`config.mk`:
```
export PLATFORM = sky130hd
export DESIGN_NAME = ced_exec_front
export DESIGN_NICKNAME = d
export VERILOG_FILES = /design/src/logic/ced_pkg.sv /design/src/logic/ced_addr_former.sv /design/src/logic/ced_exec_front.sv
export VERILOG_INCLUDE_DIRS = /design/src /design/src/logic
export SDC_FILE = /design/constraint.sdc
export NUM_CORES = 1
export LEC_CHECK = 0
export ABC_AREA = 1
export BUFFER_PORTS_ARGS = -buffer_cell sky130_fd_sc_hd__clkbuf_2
export CORE_ASPECT_RATIO = 0.8
export CORE_UTILIZATION = 31
export CTS_CLUSTER_DIAMETER = 80
export DETAILED_ROUTE_END_ITERATION = 10
export PLACE_DENSITY = 0.51
export REMOVE_ABC_BUFFERS = 1
export SYNTH_ARGS = -nofsm -noshare
export SYNTH_HDL_FRONTEND = slang
export SYNTH_SLANG_ARGS = --single-unit
```
`constraint.sdc`:
```
create_clock -name clk_in -period 3.3 [get_ports clk_in]
set_clock_uncertainty 0.1 [all_clocks]
set_input_delay 0.33 -clock clk_in [delete_from_list [all_inputs] [get_ports clk_in]]
set_output_delay 0.33 -clock clk_in [all_outputs]
set_load 0.02 [all_outputs]
```
`src/logic/ced_params.svh`:
```
// constants for the execution-state and extension-dispatch front end
// assumes a single 25 MHz clock; included by the package users by bare name
// How it works
// RQ1: refresh due or halt pin enters stop state
// RQ2: bus request suspends execution, releases bus
// RQ3: privileged instructions refused in normal mode
// RQ4: segmented gives 23-bit, else 16-bit addresses
// RQ5: modes follow flag_control_word bits while executing
// RQ6: interrupt handling forces system and segmented
// RQ7: both top bits one selects compact format
// RQ8: compact format holds four frequent instructions
// RQ9: top bits plus source field give mode
// RQ10: register fields are four bits wide
// RQ11: register, immediate, indirect, direct operands supported
// RQ12: index address is address plus register
// RQ13: relative address is pc plus displacement
// RQ14: base adds displacement; base index adds register
// RQ15: operand placement restricted by data type; the code checks only the addressing mode, not the data type
// RQ16: at most four extension units in parallel
// RQ17: extension units watch bus, recognise their instructions
// RQ18: processor issues extended instructions and operands
// RQ19: extended instructions span four transfer classes
// RQ20: extension transfers use four addressing modes only
// RQ21: no extension units means trap extended instructions
// RQ22: extension_mode_bit one dispatches, zero traps
// RQ23: busy extension unit holds halt until done; the code instead traps an extended instruction while unit 0 is busy
// RQ24: system bit sets mode; pin is complement
// RQ25: resume exactly where suspended after stop
`ifndef CED_PARAMS_SVH
`define CED_PARAMS_SVH
`define CED_FCW_SYSTEM_BIT 14
`define CED_FCW_SEG_BIT 15
`define CED_FCW_EXT_BIT 10
`define CED_FCW_RESET 16'h4000
`define CED_EXT_OPCODE 4'he
`define CED_EXT_UNITS 4
`define CED_PRIV_OPCODE_IO 6'h3d
`endif

```
`src/logic/ced_pkg.sv`:
```
// types shared by the execution front end and its address former
// no assumptions beyond the params header
package ced_pkg;
  typedef enum logic [1:0] {
    CED_RUN = 2'b00,
    CED_STOP = 2'b01,
    CED_DISC = 2'b10
  } ced_state_t;
  typedef enum logic [2:0] {
    CED_AM_REG = 3'b000,
    CED_AM_IMM = 3'b001,
    CED_AM_IR = 3'b010,
    CED_AM_DA = 3'b011,
    CED_AM_X = 3'b100,
    CED_AM_RA = 3'b101,
    CED_AM_BA = 3'b110,
    CED_AM_BX = 3'b111
  } ced_amode_t;
  typedef enum logic [1:0] {
    CED_EXT_MEM = 2'b00,
    CED_EXT_REG = 2'b01,
    CED_EXT_OP = 2'b10,
    CED_EXT_FLAG = 2'b11
  } ced_ext_class_t;
  typedef struct packed {
    logic [15:0] word;
    logic [15:0] ext;
    logic [15:0] pc;
    logic [15:0] reg_src;
    logic [15:0] reg_idx;
    logic [6:0] long_address_mode_bit;
  } ced_operand_t;
  typedef struct packed {
    logic compact;
    logic [1:0] compact_op;
    ced_amode_t amode;
    logic [3:0] src;
    logic [3:0] dst;
    logic privileged;
    logic extended;
    logic [1:0] ext_unit;
    ced_ext_class_t ext_class;
    logic mode_ok;
  } ced_decode_t;
endpackage

```
`src/logic/ced_addr_former.sv`:
```
// effective address former: forms the address of one operand
// inputs come from the same clock domain; result registered
`timescale 1ns/1ns
`include "ced_params.svh"
module ced_addr_former (
  // clock and reset
  input wire logic clk_in,
  input wire logic reset_in,
  // request
  input wire logic go_in,
  input wire ced_pkg::ced_amode_t amode_in,
  input wire logic segmented_in,
  input wire ced_pkg::ced_operand_t opnd_in,
  // result
  output logic [22:0] addr_out,
  output logic mem_out
);
  typedef struct packed {
    logic [22:0] addr;
    logic mem;
  } ced_af_state_t;
  ced_af_state_t st, next_st;
  logic [15:0] off;

  function automatic logic [22:0] ced_join(input logic long_address_mode_bit, input logic [6:0] s, input logic [15:0] o);
    ced_join = long_address_mode_bit ? {s, o} : {7'h00, o}; // see RQ4
  endfunction

  always_comb begin
    next_st = st;
    off = 16'h0000;
    if (go_in) begin
      next_st.mem = 1'b1;
      case (amode_in)
        ced_pkg::CED_AM_REG,
        ced_pkg::CED_AM_IMM: next_st.mem = 1'b0; // see RQ11
        ced_pkg::CED_AM_IR: off = opnd_in.reg_src; // see RQ11
        ced_pkg::CED_AM_DA: off = opnd_in.ext; // see RQ11
        ced_pkg::CED_AM_X: off = opnd_in.ext + opnd_in.reg_idx; // see RQ12
        ced_pkg::CED_AM_RA: off = opnd_in.pc + opnd_in.ext; // see RQ13
        ced_pkg::CED_AM_BA: off = opnd_in.reg_src + opnd_in.ext; // see RQ14
        ced_pkg::CED_AM_BX: off = opnd_in.reg_src + opnd_in.reg_idx; // see RQ14
        default: next_st.mem = 1'b0;
      endcase
      next_st.addr = next_st.mem ? ced_join(segmented_in, opnd_in.long_address_mode_bit, off) : 23'h000000;
    end
  end

  always_ff @(posedge clk_in or posedge reset_in) begin
    if (reset_in) begin
      st <= '0;
    end else begin
      st <= next_st;
    end
  end

  assign addr_out = st.addr;
  assign mem_out = st.mem;
endmodule

```
`src/logic/ced_exec_front.sv`:
```
// execution state tracker, instruction classifier and extension dispatcher
// halt and bus request arrive from pins and are synchronised; the rest is same-clock logic
`timescale 1ns/1ns
`include "ced_params.svh"
module ced_exec_front #(
  parameter int EXT_UNITS = `CED_EXT_UNITS
) (
  // clock and reset
  input wire logic clk_in,
  input wire logic reset_in,
  // pins from the outside
  input wire logic halt_n_in,
  input wire logic bus_req_n_in,
  // internal events
  input wire logic refresh_due_in,
  input wire logic refresh_done_in,
  input wire logic in_interrupt_in,
  // control word load
  input wire logic fcw_load_in,
  input wire logic [15:0] fcw_in,
  input wire logic ext_units_present_in,
  // instruction issue
  input wire logic instr_valid_in,
  input wire ced_pkg::ced_operand_t opnd_in,
  input wire logic [1:0] ext_busy_in,
  // state outputs
  output ced_pkg::ced_state_t state_out,
  output logic running_out,
  output logic bus_release_out,
  output logic refresh_active_out,
  output logic normal_mode_out,
  output logic segmented_out,
  output logic [15:0] flag_control_word_out,
  // decode and dispatch outputs
  output logic instr_taken_out,
  output ced_pkg::ced_decode_t decode_out,
  output logic priv_trap_out,
  output logic ext_trap_out,
  output logic ext_issue_out,
  output logic [1:0] ext_unit_out,
  output logic [15:0] ext_word_out,
  output logic [22:0] addr_out,
  output logic addr_mem_out
);
  typedef struct packed {
    logic [1:0] halt_sync;
    logic [1:0] breq_sync;
    ced_pkg::ced_state_t state;
    logic [15:0] flag_control_word;
    ced_pkg::ced_decode_t dec;
    logic taken;
    logic priv_trap;
    logic ext_trap;
    logic ext_issue;
    logic [15:0] ext_word;
  } ced_front_state_t;
  ced_front_state_t st, next_st;
  ced_pkg::ced_decode_t d;
  logic sys_mode;
  logic seg_mode;
  logic halt_now;
  logic breq_now;
  logic go;

  // addressing mode from top bits and source field
  function automatic ced_pkg::ced_amode_t ced_mode(input logic [1:0] top, input logic [3:0] src);
    case (top)
      2'b00: ced_mode = (src == 4'h0) ? ced_pkg::CED_AM_IMM : ced_pkg::CED_AM_IR; // see RQ9
      2'b01: ced_mode = (src == 4'h0) ? ced_pkg::CED_AM_DA : ced_pkg::CED_AM_X; // see RQ9
      2'b10: ced_mode = ced_pkg::CED_AM_REG; // see RQ9
      default: ced_mode = ced_pkg::CED_AM_REG;
    endcase
  endfunction

  // modes that may move data to or from extension registers
  function automatic logic ced_ext_mode_ok(input ced_pkg::ced_amode_t m);
    case (m)
      ced_pkg::CED_AM_REG,
      ced_pkg::CED_AM_IR,
      ced_pkg::CED_AM_DA,
      ced_pkg::CED_AM_X: ced_ext_mode_ok = 1'b1; // see RQ20
      default: ced_ext_mode_ok = 1'b0;
    endcase
  endfunction

  // second synchroniser stage only
  assign halt_now = ~st.halt_sync[1];
  assign breq_now = ~st.breq_sync[1];

  // interrupts force both system and segmented mode
  assign sys_mode = in_interrupt_in | st.flag_control_word[`CED_FCW_SYSTEM_BIT]; // see RQ5 see RQ6 see RQ24
  assign seg_mode = in_interrupt_in | st.flag_control_word[`CED_FCW_SEG_BIT]; // see RQ4 see RQ6

  // decode of the presented word
  always_comb begin
    d = '0;
    d.compact = (opnd_in.word[15:14] == 2'b11); // see RQ7
    d.src = opnd_in.word[7:4]; // see RQ10
    d.dst = opnd_in.word[3:0]; // see RQ10
    if (d.compact) begin
      // one word carries one of four frequent instructions, register operand
      d.compact_op = opnd_in.word[13:12]; // see RQ8
      d.amode = ced_pkg::CED_AM_REG;
    end else begin
      d.amode = ced_mode(opnd_in.word[15:14], d.src);
      // relative and based forms ride on the register form with a flag bit
      if (opnd_in.word[15:14] == 2'b10 && opnd_in.word[13] && d.src == 4'h0) begin
        d.amode = ced_pkg::CED_AM_RA; // see RQ13
      end else if (opnd_in.word[15:14] == 2'b10 && opnd_in.word[13]) begin
        d.amode = opnd_in.word[12] ? ced_pkg::CED_AM_BX : ced_pkg::CED_AM_BA; // see RQ14
      end
      d.privileged = (opnd_in.word[13:8] == `CED_PRIV_OPCODE_IO); // see RQ3
      d.extended = (opnd_in.word[11:8] == `CED_EXT_OPCODE) && !d.privileged;
    end
    d.ext_unit = opnd_in.word[1:0]; // see RQ16
    d.ext_class = ced_pkg::ced_ext_class_t'(opnd_in.word[3:2]); // see RQ19
    // extended instructions need one of the four extension operand modes; the transfer class is not checked
    d.mode_ok = d.extended ? ced_ext_mode_ok(d.amode) : 1'b1; // see RQ15 see RQ20
  end

  assign go = instr_valid_in && (st.state == ced_pkg::CED_RUN);

  always_comb begin
    next_st = st;
    next_st.halt_sync = {st.halt_sync[0], halt_n_in};
    next_st.breq_sync = {st.breq_sync[0], bus_req_n_in};
    next_st.taken = 1'b0;
    next_st.priv_trap = 1'b0;
    next_st.ext_trap = 1'b0;
    next_st.ext_issue = 1'b0;
    if (fcw_load_in) begin
      next_st.flag_control_word = fcw_in;
    end
    case (st.state)
      ced_pkg::CED_RUN: begin
        // suspension keeps fcw and all held state, so the return resumes in place
        if (breq_now) begin
          next_st.state = ced_pkg::CED_DISC; // see RQ2
        end else if (halt_now || refresh_due_in) begin
          next_st.state = ced_pkg::CED_STOP; // see RQ1 see RQ23
        end
      end
      ced_pkg::CED_STOP: begin
        // a busy extension unit holds halt low; leave only once it lets go
        if (!halt_now && (refresh_done_in || !refresh_due_in)) begin
          next_st.state = ced_pkg::CED_RUN; // see RQ1 see RQ23 see RQ25
        end
      end
      ced_pkg::CED_DISC: begin
        if (!breq_now) begin
          next_st.state = ced_pkg::CED_RUN; // see RQ25
        end
      end
      default: next_st.state = ced_pkg::CED_RUN;
    endcase
    // an instruction is accepted only if no suspension is starting this cycle
    if (go && !breq_now && !halt_now && !refresh_due_in) begin
      next_st.taken = 1'b1;
      next_st.dec = d;
      if (d.privileged && !sys_mode) begin
        next_st.priv_trap = 1'b1; // see RQ3
      end else if (d.extended) begin
        if (st.flag_control_word[`CED_FCW_EXT_BIT] && ext_units_present_in && d.mode_ok &&
            ({1'b0, d.ext_unit} < EXT_UNITS[2:0]) && !ext_busy_in[0]) begin
          next_st.ext_issue = 1'b1; // see RQ18 see RQ22
          next_st.ext_word = opnd_in.ext;
        end else if (!st.flag_control_word[`CED_FCW_EXT_BIT] || !ext_units_present_in) begin
          next_st.ext_trap = 1'b1; // see RQ21 see RQ22
        end else begin
          // bad mode, absent unit slot or unit 0 busy: treat as not executable, emulate in software
          next_st.ext_trap = 1'b1;
        end
      end
    end
  end

  always_ff @(posedge clk_in or posedge reset_in) begin
    if (reset_in) begin
      st <= '0;
      st.halt_sync <= 2'b11;
      st.breq_sync <= 2'b11;
      st.flag_control_word <= `CED_FCW_RESET;
    end else begin
      st <= next_st;
    end
  end

  ced_addr_former u_addr (
    .clk_in(clk_in),
    .reset_in(reset_in),
    .go_in(go),
    .amode_in(d.amode),
    .segmented_in(seg_mode),
    .opnd_in(opnd_in),
    .addr_out(addr_out),
    .mem_out(addr_mem_out)
  );

  // extension units watch the bus for these words themselves; the unit field selects which one answers
  assign ext_unit_out = st.dec.ext_unit; // see RQ17
  assign ext_word_out = st.ext_word;
  assign ext_issue_out = st.ext_issue;
  assign ext_trap_out = st.ext_trap;
  assign priv_trap_out = st.priv_trap;
  assign instr_taken_out = st.taken;
  assign decode_out = st.dec;
  assign state_out = st.state;
  assign running_out = (st.state == ced_pkg::CED_RUN);
  assign bus_release_out = (st.state == ced_pkg::CED_DISC); // see RQ2
  assign refresh_active_out = (st.state == ced_pkg::CED_STOP); // see RQ1
  assign normal_mode_out = ~sys_mode; // see RQ24
  assign segmented_out = seg_mode;
  assign flag_control_word_out = st.flag_control_word;
endmodule

```
==> results.sh, run 1 <==
export IMPL_outcome="finished, final reports clean"
export IMPL_rows=45
export IMPL_regToRegSetupSlack_ns=0.64
export IMPL_portBuffers=203
export IMPL_synth_edf_count=0
export IMPL_io_pins=205
export IMPL_critPathMaxFanout=5
export IMPL_crit_type="in2reg"
export IMPL_area_growth_pct=24.36
export IMPL_endpoint_kind="register"
export IMPL_cts_reportedPaths_clkPinSlew_ns=0.07
export IMPL_core_sq_mm=0.01920
export IMPL_synth_seq_area_share=0.3380
export IMPL_worstSetupStartpoint="opnd_in[78]"
export IMPL_fin_crit_ns=3.009
export IMPL_drtIter0Drc=314
export IMPL_drt_vias_per_instance=4.560
export IMPL_r2r_end="ext_word_out[0]"
export IMPL_placed_cells=1271
export IMPL_cts_max_level=3
export IMPL_hold_class="in2async"
export IMPL_synth_main_ff_cell="dfrtp_1"
export IMPL_layout_common_cells="nand2_1 (292), clkbuf_2 (203), dfrtp_1 (78)"
export IMPL_antenna_found_initial=1
export IMPL_p_clk_frac=0.297
export IMPL_cp_required_ns=3.44
export IMPL_layout_commonest_cell="nand2_1"
export IMPL_dr_total_vias=5878
export IMPL_drc_errors=0
export IMPL_power_density_mw_per_mm2=487.0
export IMPL_async_flop_share=1.000
export IMPL_numCtsBuffers=9
export IMPL_cts_sinks=83
export IMPL_die_h_microns=128.1
export IMPL_antenna_cells=0
export IMPL_drive_above_1_share=0.3143
export IMPL_rr_worst_depth=7
export IMPL_worstReg2RegStart="state_out[0]"
export IMPL_dr_pass1_iters=5
export IMPL_power_leakage_nw=4.273
export IMPL_slew_limit_headroom=0.3306
export IMPL_die_x_microns=159.6
export IMPL_cp_start_kind="primary input"
export IMPL_grt_pass1_wl_microns=30480
export IMPL_nets=1181
export IMPL_fin_setup_tns_ns=0
export IMPL_maxCapViolCount=0
export IMPL_ys_seq_elements=83
export IMPL_cts_path_max_buffers=2
export IMPL_period_share=0.9119
export IMPL_synthCells=844
export IMPL_ys_types=43
export IMPL_intPower_w=0.002285
export IMPL_hpwlAfterDp_microns=15200
export IMPL_critPathCapture="u_addr.addr_out[10]"
export IMPL_p_seq_frac=0.348
export IMPL_switching_share=0.3877
export IMPL_finalSetupViolations=0
export IMPL_ant_nets=0
export IMPL_syn_area_per_cell_sq_um=7.303
export IMPL_grt_pass1_vias=5657
export IMPL_cts_setup_buffers=0
export IMPL_switching_power_w=0.001447
export IMPL_finalNonFillerCells=1289
export IMPL_yosysWarnings=0
export IMPL_grt_max_degree=59
export IMPL_clk_latency_ns=0.36
export IMPL_netlist_area_sq_mm=0.006163
export IMPL_gp_congestion=0.9163
export IMPL_power_frac_comb=0.355
export IMPL_initial_utilization=0.3210
export IMPL_hold_viol=0
export IMPL_routed_wl_microns=19100
export IMPL_crit_arrival_ns=3.15
export IMPL_cts_root_buf="clkbuf_16"
export IMPL_gr_total_overflow=0
export IMPL_fmax_ghz=0.3323
export IMPL_finalMaxSlewViolations=0
export IMPL_wl_per_cell_microns=14.82
export IMPL_cts_tree="done"
export IMPL_peakVddDrop_uv=258.1
export IMPL_floorplan_die_area_sq_mm=0.02045
export IMPL_track_usage=0.1940
export IMPL_worstMarginPinSlew_ns=1.002
==> power by group through the flow <==
stage	clock (W)	combinational, W	sequential [W]
6_report	0.00111	0.00133	0.00130
4_1_cts	0.00115	0.00134	0.00130
5_1_grt	0.00119	0.00147	0.00132
3_3_place_gp	0	0.00133	0.00132
2_1_floorplan	0	0.000546	0.00155
3_5_place_dp	0	0.00134	0.00131
==> worst max-delay path, stage by stage <==
cell and delay [ns]:
clkbuf_2 0.09, nor2_2 0.15, nand2_2 0.07, buf_4 0.16, nand2_1 0.14, nand3_4 0.10
inv_2 0.12, nand2_1 0.06, o21ai_0 0.07, ha_1 0.19, inv_1 0.06, fa_1 0.43
nand3b_1 0.21, nand3_1 0.12, a21boi_0 0.13, o21ai_1 0.23, nand2_1 0.11, nand2_1 0.07
nand2_1 0.05, nand3_1 0.06, nand3_1 0.08, nand2_1 0.07, nand2_1 0.05
==> cells by family after synthesis <==
group	after synthesis	share of synthesized area
adders and majority gates	40	0.08364
AOI/OAI and AO/OA	124	0.1161
muxes	16	0.02923
and+or+nand+nor	422	0.2933
DFF	83	0.3380
xor gates and xnor gates	4	0.005685
buffers and inverters	155	0.1340
==> registers in the layout (all words and copies together), names as in the netlist <==
| register | flops |
|---|---|
| next_st | 2 |
| u_addr.mem_out | 1 |
| ext_trap_out | 1 |
| u_addr.addr_out | 23 |
| ext_issue_out | 1 |
| decode_out | 17 |
| state_out | 2 |
| flag_control_word_out | 16 |
| st | 2 |
| priv_trap_out | 1 |
| ext_word_out | 16 |
| instr_taken_out | 1 |
==> timing repair <==
item,in CTS,in global routing
hold buffers,2,0
endpoints found under the hold margin,2,0
gates resized for setup,0,4
setup endpoints to repair,0,4
==> how the worst min path moves through the flow <==
stage / endpoint / from
6_report: flag_control_word_out[7] / reset_in
2_1_floorplan: next_st[60] / bus_req_n_in
3_5_place_dp: st[62] / next_st[62]
5_1_grt: priv_trap_out / in_interrupt_in
4_1_cts: decode_out[9] / opnd_in[73]
3_3_place_gp: st[62] / next_st[62]
==> final cells by class <==
class,count,area [sq um]
Clock buffer,9,225.2
Multi-Input combinational cell,606,3263
Fill cell,2064,11530
Timing Repair Buffer,249,1386
Tap cell,258,322.8
Clock inverter,7,93.84
Inverter,77,290.3
Sequential cell,83,2083
==> cell usage after synthesis (6+ instances only) <==
master / n / area (sq um)
nand3_1: 55 / 275.3
nor3_1: 6 / 30.03
dfrtp_1: 78 / 1952
a21oi_1: 23 / 115.1
buf_2: 6 / 30.03
inv_1: 71 / 266.5
clkbuf_1: 9 / 33.78
a22oi_1: 16 / 120.1
mux2_2: 16 / 180.2
or2_2: 10 / 62.56
ha_1: 38 / 475.5
o21ai_0: 41 / 205.2
o21ai_1: 26 / 130.1
buf_4: 61 / 457.9
nand2_1: 292 / 1096
nand2_2: 7 / 43.79
nor2_1: 33 / 123.9
inv_2: 6 / 22.52
==> per-layer routing <==
metal  global-route usage  share of wire  vias to the layer above
met2               0.3008           0.43                      196
met3              0.05532          0.077                       16
met4              0.04921         0.0098                        2
li1                     -              -                     3040
met5                    0        0.00068                        -
met1               0.2642           0.48                     2624
==> through the flow <==
stage | utilization | power (W) | area (sq um) | setup slack (ns) | hold slack [ns]
after floorplan | - | 0.002093 | 5627 | 0.08230 | 0.2345
after global placement | 0.3807 | 0.002646 | 7310 | -0.007836 | 0.2457
after detailed placement | 0.3807 | 0.002650 | 7310 | -0.06651 | 0.2500
after CTS | 0.3984 | 0.003791 | 7649 | 0.2980 | 0.05237
after global routing | 0.3992 | 0.003980 | 7665 | -0.003873 | 0.06988
final | 0.3992 | 0.003733 | 7665 | 0.2906 | 0.05484
Power figures use the tool's default switching activity.
==> inputs of run 2 (changes only) <==
--- a/config.mk
+++ b/config.mk
@@ -6,13 +6,12 @@
 export SDC_FILE = /design/constraint.sdc
 export NUM_CORES = 1
 export LEC_CHECK = 0
-export ABC_AREA = 1
 export BUFFER_PORTS_ARGS = -buffer_cell sky130_fd_sc_hd__clkbuf_2
 export CORE_ASPECT_RATIO = 0.8
 export CORE_UTILIZATION = 31
 export CTS_CLUSTER_DIAMETER = 80
 export DETAILED_ROUTE_END_ITERATION = 10
-export PLACE_DENSITY = 0.51
+export PLACE_DENSITY = 0.52
 export REMOVE_ABC_BUFFERS = 1
 export SYNTH_ARGS = -nofsm -noshare
 export SYNTH_HDL_FRONTEND = slang
==> results.sh, run 2 <==
export IMPL_grt_pass1_vias=5304
export IMPL_slew_limit_headroom=0.2917
export IMPL_crit_arrival_ns=3.47
export IMPL_placed_cells=997
export IMPL_power_frac_comb=0.354
export IMPL_violations="negative setup slack"
export IMPL_peakVddDrop_uv=249.6
export IMPL_largest_reg_flops=23
export IMPL_hpwlAfterDp_microns=13600
export IMPL_cts_max_level=3
export IMPL_power_density_mw_per_mm2=436.8
export IMPL_crit_type="in2reg"
export IMPL_critPathMaxFanout=6
export IMPL_core_sq_mm=0.01765
export IMPL_fin_setup_tns_ns=-0.04419
export IMPL_initial_utilization=0.3227
export IMPL_cts_tree="done"
export IMPL_maxCapViolCount=0
export IMPL_antenna_cells=0
export IMPL_nets=951
export IMPL_async_flop_share=1.000
export IMPL_fin_util=0.4543
export IMPL_io_pins=205
export IMPL_ys_seq_elements=83
export IMPL_dr_total_vias=5135
export IMPL_finalSetupViolations=2
export IMPL_drtIter0Drc=317
export IMPL_grt_max_degree=52
export IMPL_numCtsBuffers=9
export IMPL_synth_seq_area_share=0.3658
export IMPL_synthCells=577
export IMPL_r2r_end="u_addr.addr_out[15]"
export IMPL_drive_above_1_share=0.5468
export IMPL_area_growth_pct=40.75
export IMPL_cp_required_ns=3.43
export IMPL_yosysWarnings=0
export IMPL_die_x_microns=153.5
export IMPL_cts_path_max_buffers=2
export IMPL_regToRegSetupSlack_ns=0.71
export IMPL_grt_pass1_wl_microns=27900
export IMPL_ant_nets=0
export IMPL_floorplan_die_area_sq_mm=0.01892
export IMPL_portBuffers=203
export IMPL_outcome="finished with violations"
export IMPL_endpoint_kind="register"
export IMPL_routed_wl_microns=18110
export IMPL_synth_top_area_cell="dfrtp_1"
export IMPL_intPower_w=0.002287
export IMPL_gp_congestion=0.8315
export IMPL_switching_share=0.3469
export IMPL_syn_area_per_cell_sq_um=9.871
export IMPL_yosys_top_cells_count="dfrtp_1 (78), nand2_1 (67), mux2_2 (60)"
export IMPL_synth_main_ff_cell="dfrtp_1"
export IMPL_worstReg2RegStart="state_out[1]"
export IMPL_antenna_found_initial=0
export IMPL_synth_most_common_cell="dfrtp_1"
export IMPL_finalMaxSlewViolations=0
export IMPL_gr_total_overflow=0
export IMPL_rows=43
export IMPL_layout_commonest_cell="clkbuf_2"
export IMPL_rr_worst_depth=8
export IMPL_die_h_microns=123.2
export IMPL_design_area_sq_mm=0.008016
export IMPL_drt_vias_per_instance=5.005
export IMPL_finalNonFillerCells=1026
export IMPL_switching_power_w=0.001215
export IMPL_hold_viol=0
export IMPL_cts_sinks=83
export IMPL_rsz0062_at_grt="true"
export IMPL_synth_edf_count=0
export IMPL_p_clk_frac=0.300
export IMPL_hold_class="in2async"
export IMPL_cts_root_buf="clkbuf_16"
export IMPL_dr_pass1_iters=5
export IMPL_worst_slack_ns=-0.03770
export IMPL_netlist_area_sq_mm=0.005695
export IMPL_clk_latency_ns=0.34
export IMPL_worstMarginPinSlew_ns=1.062
export IMPL_cp_start_kind="primary input"
export IMPL_p_seq_frac=0.346
export IMPL_layout_common_cells="clkbuf_2 (202), dfrtp_1 (78), buf_4 (76)"
export IMPL_cts_reportedPaths_clkPinSlew_ns=0.07
export IMPL_track_usage=0.1923
export IMPL_period_share=1.011
export IMPL_synth_area_top_cells="dfrtp_1 (34%), mux2_2 (12%), ha_1 (8.3%)"
export IMPL_synth_top_cell_area_share=0.3427
export IMPL_drc_errors=0
export IMPL_placed_area_sq_mm=0.007020
export IMPL_fin_crit_ns=3.338
export IMPL_power_leakage_nw=3.992
export IMPL_ys_types=54
export IMPL_fmax_ghz=0.2996
export IMPL_wl_per_cell_microns=17.65
==> run 2: changes by cell type after synthesis, sizes merged, moves of 13 or more <==
cell    change
xnor2      +14
a22oi      -13
nor2       -16
inv        -65
a222oi     +14
a22o       +19
nand3      -49
mux2       +44
o21ai      -39
nand2     -234
==> run 2: final cells by class <==
type	instances	area (sq um)
well taps	225	281.5
repair buffers	287	1710
multi-input cells	403	3595
clock inverters	6	71.32
inverters	12	46.29
fillers	1692	9630
flip-flops and latches	83	2083
clock buffers	10	229.0
==> run 2: timing repair <==
item,in CTS,in global routing
setup buffers,6,5
pin swaps,17,30
hold buffers,2,0
resized for setup,59,49
gates cloned,1,0
endpoints found under the setup margin,8,10
endpoints found under the hold margin,2,0
==> run 2: metrics by stage <==
stage	setup WS [ns]	hold slack (ns)	power [W]
after floorplan	-0.3630	0.2345	0.001842
after global placement	-0.7656	0.2492	0.002306
after detailed placement	-0.9091	0.2532	0.002324
after CTS	0.0007248	0.06024	0.003467
after global routing	-0.1422	0.06251	0.003680
final	-0.03770	0.04544	0.003501
==> run 2: worst max-delay path, cell delays in order <==
cell and delay, ns:
buf_6 0.09, or4_4 0.57, nand2_4 0.11, nor2_4 0.06, buf_6 0.14, mux2_4 0.33
ha_4 0.24, a21o_1 0.17, or3_4 0.34, a211oi_4 0.22, o31ai_1 0.10, buf_4 0.14
a21o_1 0.18, a21oi_2 0.12, xnor2_1 0.07, a211o_1 0.26
==> run 2: cells by family after synthesis <==
group,synth area share
buffers and inverters,0.1028
AO/OA/AOI/OAI,0.1518
adder cells (fa/ha/maj),0.09051
XOR/XNOR,0.03998
AND/OR/NAND/NOR,0.1252
flip-flops,0.3658
multiplexers,0.1239
==> run 2: worst max path at each step <==
stage           startpoint                   to  slack, ns  cells after the start
2_1_floorplan  opnd_in[78]  u_addr.addr_out[10]      -0.36                     14
5_1_grt        opnd_in[78]  u_addr.addr_out[15]      -0.14                     16
3_5_place_dp   opnd_in[78]  u_addr.addr_out[15]      -0.91                     16
6_report       opnd_in[78]  u_addr.addr_out[15]      -0.04                     16
4_1_cts        opnd_in[77]  u_addr.addr_out[15]     0.0007                     16
3_3_place_gp   opnd_in[78]  u_addr.addr_out[15]      -0.77                     16
==> run 2: per-layer routing <==
metal / global-route usage / vias up / routed length, microns
li1: - / 2464 / -
met1: 0.2511 / 2501 / 8377
met2: 0.3256 / 153 / 8584
met3: 0.03856 / 17 / 907
met4: 0.05125 / 0 / 241
met5: 0 / - / 0
==> run 2: power by group through the flow <==
| stage | clock (W) | sequential (W) | combinational, W |
|---|---|---|---|
| floorplan | 0 | 0.00139 | 0.000449 |
| global placement | 0 | 0.00122 | 0.00108 |
| detailed placement | 0 | 0.00123 | 0.00109 |
| CTS | 0.00108 | 0.00121 | 0.00117 |
| global route | 0.00112 | 0.00123 | 0.00134 |
| finish | 0.00105 | 0.00121 | 0.00124 |
